[config.mk]
export PLATFORM = sky130hd
export DESIGN_NAME = wrag_addr_gen
export DESIGN_NICKNAME = d
export VERILOG_FILES = /design/src/wrag_pkg.sv /design/src/wrag_addr_gen.sv
export SDC_FILE = /design/constraint.sdc
export NUM_CORES = 1
export LEC_CHECK = 0
export ABC_AREA = 1
export BUFFER_PORTS_ARGS = -buffer_cell sky130_fd_sc_hd__buf_2
export CAP_MARGIN = 40
export CORE_UTILIZATION = 47
export DETAILED_ROUTE_END_ITERATION = 8
export PLACE_DENSITY = 0.82
export SLEW_MARGIN = 10
export SYNTH_ARGS = -nofsm -noshare
export SYNTH_HDL_FRONTEND = slang
export SYNTH_SLANG_ARGS = --single-unit
[constraint.sdc]
create_clock -name clk_i -period 2.7 [get_ports clk_i]
set_input_delay 0.405 -clock clk_i [delete_from_list [all_inputs] [get_ports clk_i]]
set_output_delay 0.405 -clock clk_i [all_outputs]
set_load 0.05 [all_outputs]
[src/wrag_pkg.sv]
// Purpose: constants and carrier types for the working register address generator
// Assumes: 8-bit register file addresses, two slice pointers
// Notes: pointer reset values select the common area
package wrag_pkg;
    // ==========================================
    // widths and fields
    localparam int ADDR_W = 8;
    localparam int SLICE_HI = 7;
    localparam int SLICE_LO = 3;
    localparam int SEL_BIT = 3;
    localparam int IDX_HI = 2;
    // ==========================================
    // fixed addresses
    localparam logic [7:0] PTR_LOW_RST = 8'hC0;
    localparam logic [7:0] PTR_HIGH_RST = 8'hC8;
    localparam logic [7:0] PTR_LOW_ADDR = 8'hD6;
    localparam logic [7:0] PTR_HIGH_ADDR = 8'hD7;
    localparam logic [3:0] WORK_PREFIX = 4'hC;
    localparam logic [1:0] SET_UPPER = 2'h3;
    localparam logic [3:0] COMMON_NIB = 4'hC;

    typedef enum logic [1:0] {
        MODE_DIRECT = 2'b00,
        MODE_WORK4 = 2'b01,
        MODE_WORK8 = 2'b10,
        MODE_NONE = 2'b11
    } wrag_mode_t;

    // request from the decoder
    typedef struct packed {
        logic valid;
        wrag_mode_t mode;
        logic [7:0] addr;
        logic pair;
    } wrag_req_t;

    // request to the register file
    typedef struct packed {
        logic valid;
        logic [7:0] addr;
        logic [7:0] addr_lsb;
        logic set2;
        logic invalid;
    } wrag_rsp_t;

    // pointer write port
    typedef struct packed {
        logic en;
        logic [7:0] addr;
        logic [7:0] data;
    } wrag_wr_t;
endpackage

[src/wrag_addr_gen.sv]
// Purpose: forms register file addresses for direct and working register modes
// Assumes: decoder request and pointer writes synchronous to clk_i
// Notes: one registered stage; set2 always low from this block
//
// Contract
// - direct mode reaches all but set 2
// - pair starts on even address
// - msb even byte, lsb odd byte
// - reset pointers select c0-c7 and c8-cf
// - common area works on every page
// - 4-bit msb chooses the pointer
// - pointer upper five bits form slice
// - instruction low three bits pick register
// - 01110b with 110b gives 76h
// - upper nibble 1100b means working form
// - bit 3 selects pointer in 8-bit form
// - 10101b with 011 gives abh
// - pointers loadable at d6h and d7h
// - pointers never reach set 2
module wrag_addr_gen (
    input wire logic clk_i,
    input wire logic rstn_i,
    input wire wrag_pkg::wrag_req_t req_i,
    input wire wrag_pkg::wrag_wr_t wr_i,
    output wrag_pkg::wrag_rsp_t rsp_o,
    output logic [7:0] ptr_low_o,
    output logic [7:0] ptr_high_o
);
    // ==========================================
    // slice pointers
    logic [7:0] slice_pointer_low_q;
    logic [7:0] slice_pointer_high_q;
    wrag_pkg::wrag_rsp_t rsp_q, rsp_d;

    wire wr_low = wr_i.en && (wr_i.addr == wrag_pkg::PTR_LOW_ADDR);
    wire wr_high = wr_i.en && (wr_i.addr == wrag_pkg::PTR_HIGH_ADDR);

    always_ff @(posedge clk_i) begin
        if (!rstn_i) begin
            slice_pointer_low_q <= wrag_pkg::PTR_LOW_RST;
            slice_pointer_high_q <= wrag_pkg::PTR_HIGH_RST;
        end else begin
            if (wr_low) begin
                slice_pointer_low_q <= wr_i.data;
            end
            if (wr_high) begin
                slice_pointer_high_q <= wr_i.data;
            end
        end
    end

    // ==========================================
    // address composition
    function automatic logic [7:0] work_addr(input logic [3:0] nib,
                                             input logic [7:0] p0,
                                             input logic [7:0] p1);
        logic [7:0] p;
        p = nib[wrag_pkg::SEL_BIT] ? p1 : p0;
        // slice bits from pointer, index bits from instruction
        work_addr = {p[wrag_pkg::SLICE_HI:wrag_pkg::SLICE_LO],
                     nib[wrag_pkg::IDX_HI:0]};
    endfunction

    wire [3:0] low_nib = req_i.addr[3:0];
    wire is_w8 = (req_i.mode == wrag_pkg::MODE_WORK8)
              || (req_i.mode == wrag_pkg::MODE_DIRECT
                  && req_i.addr[7:4] == wrag_pkg::WORK_PREFIX);
    wire is_w4 = (req_i.mode == wrag_pkg::MODE_WORK4);
    wire is_dir = (req_i.mode == wrag_pkg::MODE_DIRECT) && !is_w8;
    wire [7:0] w_addr = work_addr(low_nib, slice_pointer_low_q, slice_pointer_high_q);
    // raw direct address; working forms override it
    wire [7:0] base = (is_w4 || is_w8) ? w_addr : req_i.addr;
    // pairs forced even so the msb byte lands on the even register
    wire [7:0] even = req_i.pair ? {base[7:1], 1'b0} : base;
    wire [7:0] odd = {even[7:1], 1'b1};
    // a direct address in the common area is taken as 8-bit working form, so dir_common never rises
    wire dir_common = is_dir && (req_i.addr[7:4] == wrag_pkg::COMMON_NIB);

    always_comb begin
        rsp_d = '0;
        rsp_d.valid = req_i.valid && (req_i.mode != wrag_pkg::MODE_NONE);
        rsp_d.addr = even;
        rsp_d.addr_lsb = req_i.pair ? odd : even;
        // neither direct nor working forms ever select set 2
        rsp_d.set2 = 1'b0;
        rsp_d.invalid = req_i.valid && dir_common;
    end

    always_ff @(posedge clk_i) begin
        if (!rstn_i) begin
            rsp_q <= '0;
        end else begin
            rsp_q <= rsp_d;
        end
    end

    assign rsp_o = rsp_q;
    assign ptr_low_o = slice_pointer_low_q;
    assign ptr_high_o = slice_pointer_high_q;
endmodule

======== Yosys cells after proc, flatten, opt, wreduce, memory -nomap -nowiden ========
Cells that the tools add are included.
storage, ports and cells
  register bits ........................... 35
  output and inout bits ................... 35
operators by class
  equal/unequal tests ..................... 6
  multiplexer cells ....................... 4
  reduce and logical (&&, ||, !) cells .... 11
operator list
  cell                                                 count
  equality test 8 bit, second input constant           2
  two-way mux 8 bit                                    2
  logical AND 1 bit                                    7
  equality test 4 bit, second input constant           1
  equality test 2 x 1 -> 1 bit, second input constant  1
  equality test 2 bit, second input constant           1
  logical NOT 2 bit                                    1
  logical OR 1 bit                                     2
  two-way mux 1 bit                                    2
  inequality test 2 bit, second input constant         1
  logical NOT 1 bit                                    1

======== Longest topological paths before layout ========
Gate-level depths: netlist of run 1.
  depth in word-level cells ............... 7
  mapped depth ............................ 8

======== Least setup slack after synthesis of run 1 ========
No wires, ideal clock.
  path type ............................... reg-to-output
  from .................................... reg rsp_q (netlist bit rsp_o[11])
  to ...................................... out rsp_o[11] in the netlist's numbering
  arrival time ............................ 0.894 ns
  required time ........................... 2.295 ns
  slack ................................... 1.401 ns
  cell stages (with the launch flop) ...... 2
  cells stage by stage .................... dfxtp_1 > buf_4
RTL lines
  what                    line                 RTL
  start, declared         wrag_addr_gen.sv:33  wrag_pkg::wrag_rsp_t rsp_q, rsp_d;
  start signal, assigned  wrag_addr_gen.sv:93  rsp_q <= rsp_d;
  end, declared           wrag_addr_gen.sv:25  output wrag_pkg::wrag_rsp_t rsp_o,
No word-level cell between the ends.

======== Worst setup path in the final report of run 1 ========
  from .................................... reg slice_pointer_low_q[7] (netlist: ptr_low_o[7])
  to ...................................... out ptr_low_o[7]
RTL lines
  what                    line                 RTL
  start, declared         wrag_addr_gen.sv:31  logic [7:0] slice_pointer_low_q;
  start signal, assigned  wrag_addr_gen.sv:40  slice_pointer_low_q <= wrag_pkg::PTR_LOW_RST;
  start signal, assigned  wrag_addr_gen.sv:44  slice_pointer_low_q <= wr_i.data;
  end, declared           wrag_addr_gen.sv:26  output logic [7:0] ptr_low_o,
No word-level cell between the ends.

==> out/metrics.cfg, run 1 <==
[run_status]
status = finished, final reports clean

[global_route]
grt_pass1_wl_mm = 3.96
grt_use_total_pct = 18.7
antenna_found_initial = 0
first_global_vias = 970
grt_overflow = 0
grt_max_degree = 27

[sta]
setup_tns_ns = 0
clock_skew_ns = 0.00157
rsz0062_at_grt = false
min_period_over_period_pct = 51.7
hold_viol_final = 0
maxClockFrequency_mhz = 717
min_period_ns = 1.40
layout_setup_ws_ns = 1.30
setup_viol = 0
drv_slew = 0

[logic_synthesis]
syn_area_per_cell_um2 = 7.04
synth_top_cell_area_share_pct = 43.6
synthCells = 176
syn_area_um2 = 1240
synth_largest_area_cell = dfxtp_1
yosysMostFrequentCell = nand2_1
synth_ff_type = dfxtp_1
synth.yosys.seq_area_share_pct = 43.6
ys_seq_elements = 27
yosysUniqueCellTypes = 23
synthArstFlopShare_pct = 0
synth_area_leaders = dfxtp_1, nand2_1, nor2_1, buf_4, inv_1
synth_edf_count = 0
ys_warn_count = 0
synth.top_cells.by_count = nand2_1, nor2_1, dfxtp_1

[pwr]
p_leak_uw = 0.000913
power_density_nw_per_um2 = 480
peakVddDrop_uv = 391
p_total_uw = 739

[route]
firstDrtPassIters = 5
drcViolationCount = 0
initialDrtViolationCount = 21
vias = 1194
postRouteAntennaNets = 0
routedWlPerCell_um = 9.02
avgViaCountPerCell = 4.56
finalWirelength_mm = 2.36

[clock_network]
cts_made_buffers = 3
cts_resized = 0
cts_root_buffer = clkbuf_4
cts_hold_buf = 0
cts_tree = built
post_cts_buffers = 0
cts.path.max_buffers = 2
h-tree-depth = 1
clkTransAtPathRegs_ns = 0.14
clk-insertion-delay-late_ns = 0.32
clock-sinks = 27

[die]
fp.dieH_um = 53.3
pin_count = 66
start_util_pct = 50.0
dieArea_um2 = 2840
die_w_um = 53.3
rows = 18
core_um2 = 2480

[cells_and_area]
multi_input_area_um2 = 537
final-seq-area_um2 = 541
area_growth_pct = 24.1
nFillCells = 256
layout-drive-gt1-share_pct = 33.6
antenna_cells = 0
instances_no_fill = 262
finalInstanceArea_um2 = 1540
nets = 264

[placement]
gp_congestion = 0.795
io_buffers = 64
postPlaceCellArea_um2 = 1510
dp_slack_ns = 1.42
dpl.hpwl_mm = 1.81
dp_cells = 258

[worst_setup_path]
worstPathCellList = buf_2
crit_slowest_cell = dfxtp_1
cp.arrival_ns = 0.99
path_buf_inv = 1
crit_type = flip-flop to output pin
cpLargestDelayFamily = flip-flops
critPathLaunchType = flip-flop
required_ns = 2.30
cp-end-kind = output pin
crit_start = ptr_low_o[7]$_SDFFE_PN1P_
reg2reg_from = ptr_low_o[4]$_SDFFE_PN0P_
max_stage_delay_ns = 0.39
cp_max_fo = 3

[worst_hold_path]
hp-class = primary input to flip-flop
worstHoldStart = req_i[0]

[run]
maxCapViolations = 0

==> area by class of cell <==
class / count / area share, %
Clock inverter: 1 / 0.325
Inverter: 20 / 4.88
Sequential cell: 27 / 35.2
Tap cell: 30 / 2.44
Clock buffer: 3 / 1.46
Timing Repair Buffer: 64 / 20.8
Multi-Input combinational cell: 117 / 34.9
==> report_power, final <==
group / internal, uW / switching [uW]
clock: 55.5 / 112
combinational: 41.6 / 116
sequential: 410 / 3.39
==> sequential cells by signal, summed over array words and instances (netlist names) <==
signal      count
ptr_high_o      8
ptr_low_o       8
rsp_o          11
==> metrics by stage <==
| step | hold WS [ns] | util [%] |
|---|---|---|
| floorplan | 0.477 | - |
| global placement | 0.460 | 61.0 |
| detailed placement | 0.466 | 61.0 |
| CTS | 0.223 | 62.1 |
| global route | 0.235 | 62.1 |
| finish | 0.236 | 62.1 |
==> path summary, 6_finish.rpt <==
path	endpoint	slack (ns)	depth (start not counted)
setup reg to reg	rsp_o[14]$_SDFF_PN0_	1.82	5
hold / removal	rsp_o[10]$_SDFF_PN0_	0.24	2
hold reg to reg	ptr_high_o[0]$_SDFFE_PN0P_	0.49	2
setup / recovery	ptr_low_o[7]	1.30	1
==> placed cells by master (no fill, tap or decap), types with 2 or more instances in the layout <==
cell | synthesis | final
nor2_1 | 32 | 32
nand4_1 | 7 | 7
buf_2 | 3 | 64
nand3b_1 | 2 | 2
dfxtp_1 | 27 | 27
nand2_1 | 53 | 53
clkbuf_4 | 0 | 3
nand3_1 | 8 | 8
a21oi_1 | 4 | 4
inv_1 | 15 | 15
inv_2 | 4 | 4
conb_1 | 1 | 2
o21a_1 | 2 | 2
==> cells by family after synthesis <==
group,Yosys count,synth area share (%)
buf+inv,33,13.3
other cells,1,0.303
simple gates,108,39.5
compound gates,7,3.23
flops,27,43.6
==> routing by layer <==
layer	GRT usage, %	vias up	routed length [um]
met4	5.26	0	17
met2	33.3	47	1120
met3	3.45	2	193
li1	-	640	-
met1	22.3	505	1030
met5	0	-	0
Note: power is estimated with default switching activity, not from simulation.
==> inputs of run 2 (changes only) <==
CORE_UTILIZATION = 44   (was 47)
PLACE_DENSITY = 0.78   (was 0.82)
clock period = 1.3 ns   (was 2.7 ns; I/O delays follow)
==> run 2 against run 1 <==
- worst hold slack lost 0.22 ns
- sequential power is 110% higher
- utilization decreased by 2.2 points
- largest cell class unchanged
- total power rose by 110%
- sequential cell count unchanged
==> out/metrics.cfg, run 2 (same netlist as run 1, synthesis figures left out) <==
[run_status]
status = finished, final reports clean

[worst_hold_path]
whs_path_depth = 2
hp-class = primary input to flip-flop

[die]
die_w_um = 55.1
fp.dieH_um = 55.1
rows = 18
dieArea_um2 = 3030
pin_count = 66
core_um2 = 2570
start_util_pct = 48.2

[clock_network]
cts_hold_buf = 0
h-tree-depth = 1
clkTransAtPathRegs_ns = 0.14
cts_tree = built
cts_resized = 0
cts.path.max_buffers = 2
clk-insertion-delay-late_ns = 0.32
cts_root_buffer = clkbuf_4
cts_made_buffers = 3
clock-sinks = 27
post_cts_buffers = 0

[cells_and_area]
area_growth_pct = 24.1
largest_reg_flops = 11
utilization_pct = 59.9
nFillCells = 269
finalInstanceArea_um2 = 1540
nets = 264
antenna_cells = 0
mostFrequentLayoutCells = buf_2, nand2_1, nor2_1, dfxtp_1, inv_1
layout-drive-gt1-share_pct = 33.6
layout_commonest_cell = buf_2

[sta]
clock_skew_ns = 0.00351
hold_viol_final = 0
rsz0062_at_grt = false
setup_viol = 0
setup_tns_ns = 0
maxClockFrequency_mhz = 832
drv_slew = 0
min_period_ns = 1.20
min_period_over_period_pct = 92.4

[worst_setup_path]
r2r_cells = 5
crit_slowest_cell = dfxtp_1
cpLargestDelayFamily = flip-flops
worstPathCellList = buf_2
cp-end-kind = output pin
cp_max_fo = 3
required_ns = 1.11
cp.arrival_ns = 1.01
max_stage_delay_ns = 0.40
path_buf_inv = 1
worst-path-stages = 1
crit_type = flip-flop to output pin
critPathLaunchType = flip-flop

[route]
routedWlPerCell_um = 9.53
firstDrtPassIters = 4
initialDrtViolationCount = 20
vias = 1208
avgViaCountPerCell = 4.61
finalWirelength_mm = 2.50
postRouteAntennaNets = 0
drcViolationCount = 0

[global_route]
grt_use_total_pct = 18.0
grt_overflow = 0
first_global_vias = 980
grt_pass1_wl_mm = 3.91
antenna_found_initial = 0
grt_max_degree = 27

[pwr]
p_total_uw = 1540
peakVddDrop_uv = 748
power_density_nw_per_um2 = 1000
p_leak_uw = 0.000913

[run]
maxCapViolations = 0

[placement]
dpl.hpwl_mm = 1.84
postPlaceCellArea_um2 = 1510
gp_congestion = 0.754
io_buffers = 64

## run 2: cell counts in the layout (fill, tap and decap cells not counted)
Identical to the previous run, type by type.
## run 2: layout make-up
class	instances	area [um2]	share of cell area, %
clock buffers	3	22.5	1.46
flip-flops and latches	27	541	35.2
inverters	20	75.1	4.88
well taps	30	37.5	2.44
clock inverters	1	5.00	0.325
repair buffers	64	320	20.8
multi-input cells	117	537	34.9
## run 2: path summary, 6_finish.rpt
kind	to	slack [ns]	startpoint
max	ptr_low_o[6]	0.1	ptr_low_o[6]$_SDFFE_PN1P_
min	rsp_o[10]$_SDFF_PN0_	0.02	req_i[0]
max reg2reg	rsp_o[14]$_SDFF_PN0_	0.38	ptr_low_o[4]$_SDFFE_PN0P_
min reg2reg	ptr_high_o[0]$_SDFFE_PN0P_	0.50	ptr_high_o[0]$_SDFFE_PN0P_
## run 2: per-layer routing
metal,share of wire (%),vias up,GRT usage [%]
met5,0,-,0
met4,0.56,0,6.25
met3,6.9,2,2.73
met2,48,47,30.9
met1,45,519,22.6
li1,-,640,-
## run 2: worst reg2reg max path, stage by stage, from the launching register on
cell and delay (ns):
dfxtp_1 0.36, clkinv_1 0.10, o21a_1 0.18, nand3_1 0.07, nand2_1 0.05, nor2_1 0.10
## run 2: power breakdown
group | switching [uW] | internal (uW)
combinational | 242 | 86.5
sequential | 6.98 | 851
clock | 240 | 115
## run 2: stage by stage
stage / instances / hold slack (ns) / setup WS [ns]
finish: 262 / 0.0192 / 0.0986
global route: 262 / 0.00846 / 0.0619
CTS: 262 / 0.0167 / 0.0990
global placement: 258 / 0.368 / 0.219
floorplan: 177 / 0.267 / 0.105
detailed placement: 258 / 0.371 / 0.183
==> inputs of run 3 (changes only) <==
ABC_AREA = default   (was 1)
CORE_UTILIZATION = 43   (was 44)
PLACE_DENSITY = 0.77   (was 0.78)
==> run 3 against run 2 <==
- global-route usage decreased by 0.18 points
- worst setup slack improved by 0.0078 ns
- synthesized cell count is 31% lower
- cell area fell by 2.4%
- clock-buffer cell count is the same
- clock skew grew 0.0058 ns
- total power shrank 1.7%
- area after synthesis down 5.2%
- combinational power down 10%
- sequential cell count did not move
- critical path type unchanged
- largest power group unchanged
- highest routed layer unchanged
==> out/metrics.cfg, run 3 <==
[route]
finalWirelength_mm = 2.46
firstDrtPassIters = 4
initialDrtViolationCount = 9
avgViaCountPerCell = 4.97
vias = 1049
postRouteAntennaNets = 0
routedWlPerCell_um = 11.7
drcViolationCount = 0

[die]
pin_count = 66
core_um2 = 2520
start_util_pct = 46.6
dieArea_um2 = 2950
fp.dieH_um = 54.3
die_w_um = 54.3
rows = 18

[clock_network]
cts_hold_buf = 0
cts.path.max_buffers = 2
cts_root_buffer = clkbuf_4
clock-sinks = 27
h-tree-depth = 1
cts_made_buffers = 3
post_cts_buffers = 0
clk-insertion-delay-late_ns = 0.33
clkTransAtPathRegs_ns = 0.15
cts_resized = 0
cts_tree = built

[sta]
clock_skew_ns = 0.00930
rsz0062_at_grt = false
maxClockFrequency_mhz = 838
hold_viol_final = 0
setup_tns_ns = 0
hold_slack_ns = 0.0143
setup_viol = 0
min_period_ns = 1.19
drv_slew = 0
layout_setup_ws_ns = 0.106
min_period_over_period_pct = 91.8

[pwr]
peakVddDrop_uv = 708
p_total_uw = 1520
power_density_nw_per_um2 = 1010
p_leak_uw = 0.000764

[worst_setup_path]
path_buf_inv = 1
crit_type = flip-flop to output pin
critPathLaunchType = flip-flop
cp-end-kind = output pin
required_ns = 1.11
worstPathCellList = buf_2
cp.arrival_ns = 1.00
r2r_cells = 3
cp_max_fo = 3
cpLargestDelayFamily = flip-flops
ff2ff_setup_slack_ns = 0.45
endpoint = ptr_low_o[3]
crit_start = ptr_low_o[3]$_SDFFE_PN0P_
crit_slowest_cell = dfxtp_1
r2r_end = rsp_o[16]$_SDFF_PN0_
reg2reg_from = ptr_high_o[6]$_SDFFE_PN1P_
max_stage_delay_ns = 0.39
worst-path-stages = 1

[cells_and_area]
antenna_cells = 0
nets = 213
layout-drive-gt1-share_pct = 44.2
mostFrequentLayoutCells = buf_2, dfxtp_1, nand2_1, mux2i_1
utilization_pct = 59.5
area_growth_pct = 27.7
largest_reg_flops = 11
layout_commonest_cell = buf_2

[logic_synthesis]
ys_warn_count = 0
ys_seq_elements = 27
synth_edf_count = 0
yosysUniqueCellTypes = 28
synth_area_leaders = dfxtp_1, mux2i_1, nand2_1, buf_4, mux2_2
syn_area_um2 = 1170
synth_largest_area_cell = dfxtp_1
synth.top_cells.by_count = dfxtp_1, nand2_1, mux2i_1
synthArstFlopShare_pct = 0
syn_area_per_cell_um2 = 9.71
synth_top_cell_area_share_pct = 46.0
synth_ff_type = dfxtp_1
synthCells = 121
yosysMostFrequentCell = dfxtp_1
synth.yosys.seq_area_share_pct = 46.0

[global_route]
grt_overflow = 0
grt_use_total_pct = 17.8
grt_max_degree = 30
first_global_vias = 938
antenna_found_initial = 0
grt_pass1_wl_mm = 3.82

[worst_hold_path]
hp-class = primary input to flip-flop
worstHoldStart = req_i[0]

[run]
maxCapViolations = 0

[placement]
io_buffers = 64
gp_congestion = 0.733
dp_slack_ns = -0.0447
dpl.hpwl_mm = 1.98

[run_status]
status = finished, final reports clean

-- run 3: changes by cell type after synthesis, moves of 3 or more --
| cell | change |
|---|---|
| nor2_1 | -28 |
| nand2_1 | -27 |
| mux2i_1 | +17 |
| inv_1 | -12 |
| nand3_1 | -8 |
| a21oi_1 | -4 |
| inv_2 | -4 |
| mux2_2 | +4 |
| nand4_1 | -3 |
-- run 3: layout make-up --
cell class                      count  area [um2]
Timing Repair Buffer               68         350
Clock buffer                        3        22.5
Fill cell                         238        1020
Tap cell                           30        37.5
Sequential cell                    27         541
Multi-Input combinational cell     79         531
Clock inverter                      1        7.51
Inverter                            3        11.3
-- run 3: power by group --
group,internal (uW),switching [uW]
clock,118,248
combinational,88.1,206
sequential,849,6.55
-- run 3: routing by layer --
layer  up-vias  wire length, um  GRT usage [%]
met3         2              124           3.89
met5         -                0              0
met2        37             1300           33.1
li1        524                -              -
met4         0               19           4.70
met1       486             1020           20.1
-- run 3: worst min path at each step --
stage                           end  slack (ns)  depth (start not counted)
2_1_floorplan  rsp_o[10]$_SDFF_PN0_        0.27                          1
3_3_place_gp   rsp_o[10]$_SDFF_PN0_        0.37                          2
3_5_place_dp   rsp_o[10]$_SDFF_PN0_        0.38                          2
4_1_cts        rsp_o[10]$_SDFF_PN0_        0.01                          2
5_1_grt        rsp_o[10]$_SDFF_PN0_       0.009                          2
6_report       rsp_o[10]$_SDFF_PN0_        0.01                          2
-- run 3: logic make-up after synthesis --
family                 Yosys count  share of synthesized area (%)
buffers and inverters           16                           9.16
AOI/OAI and AO/OA                7                           4.79
DFF                             27                           46.0
and+or+nand+nor                 49                           21.4
other                            1                          0.319
muxes                           21                           18.3
-- run 3: metrics by stage --
stage,cells,cell area (um2)
final,211,1500
after global routing,211,1500
after CTS,211,1500
after detailed placement,207,1470
after global placement,207,1470
after floorplan,122,1180
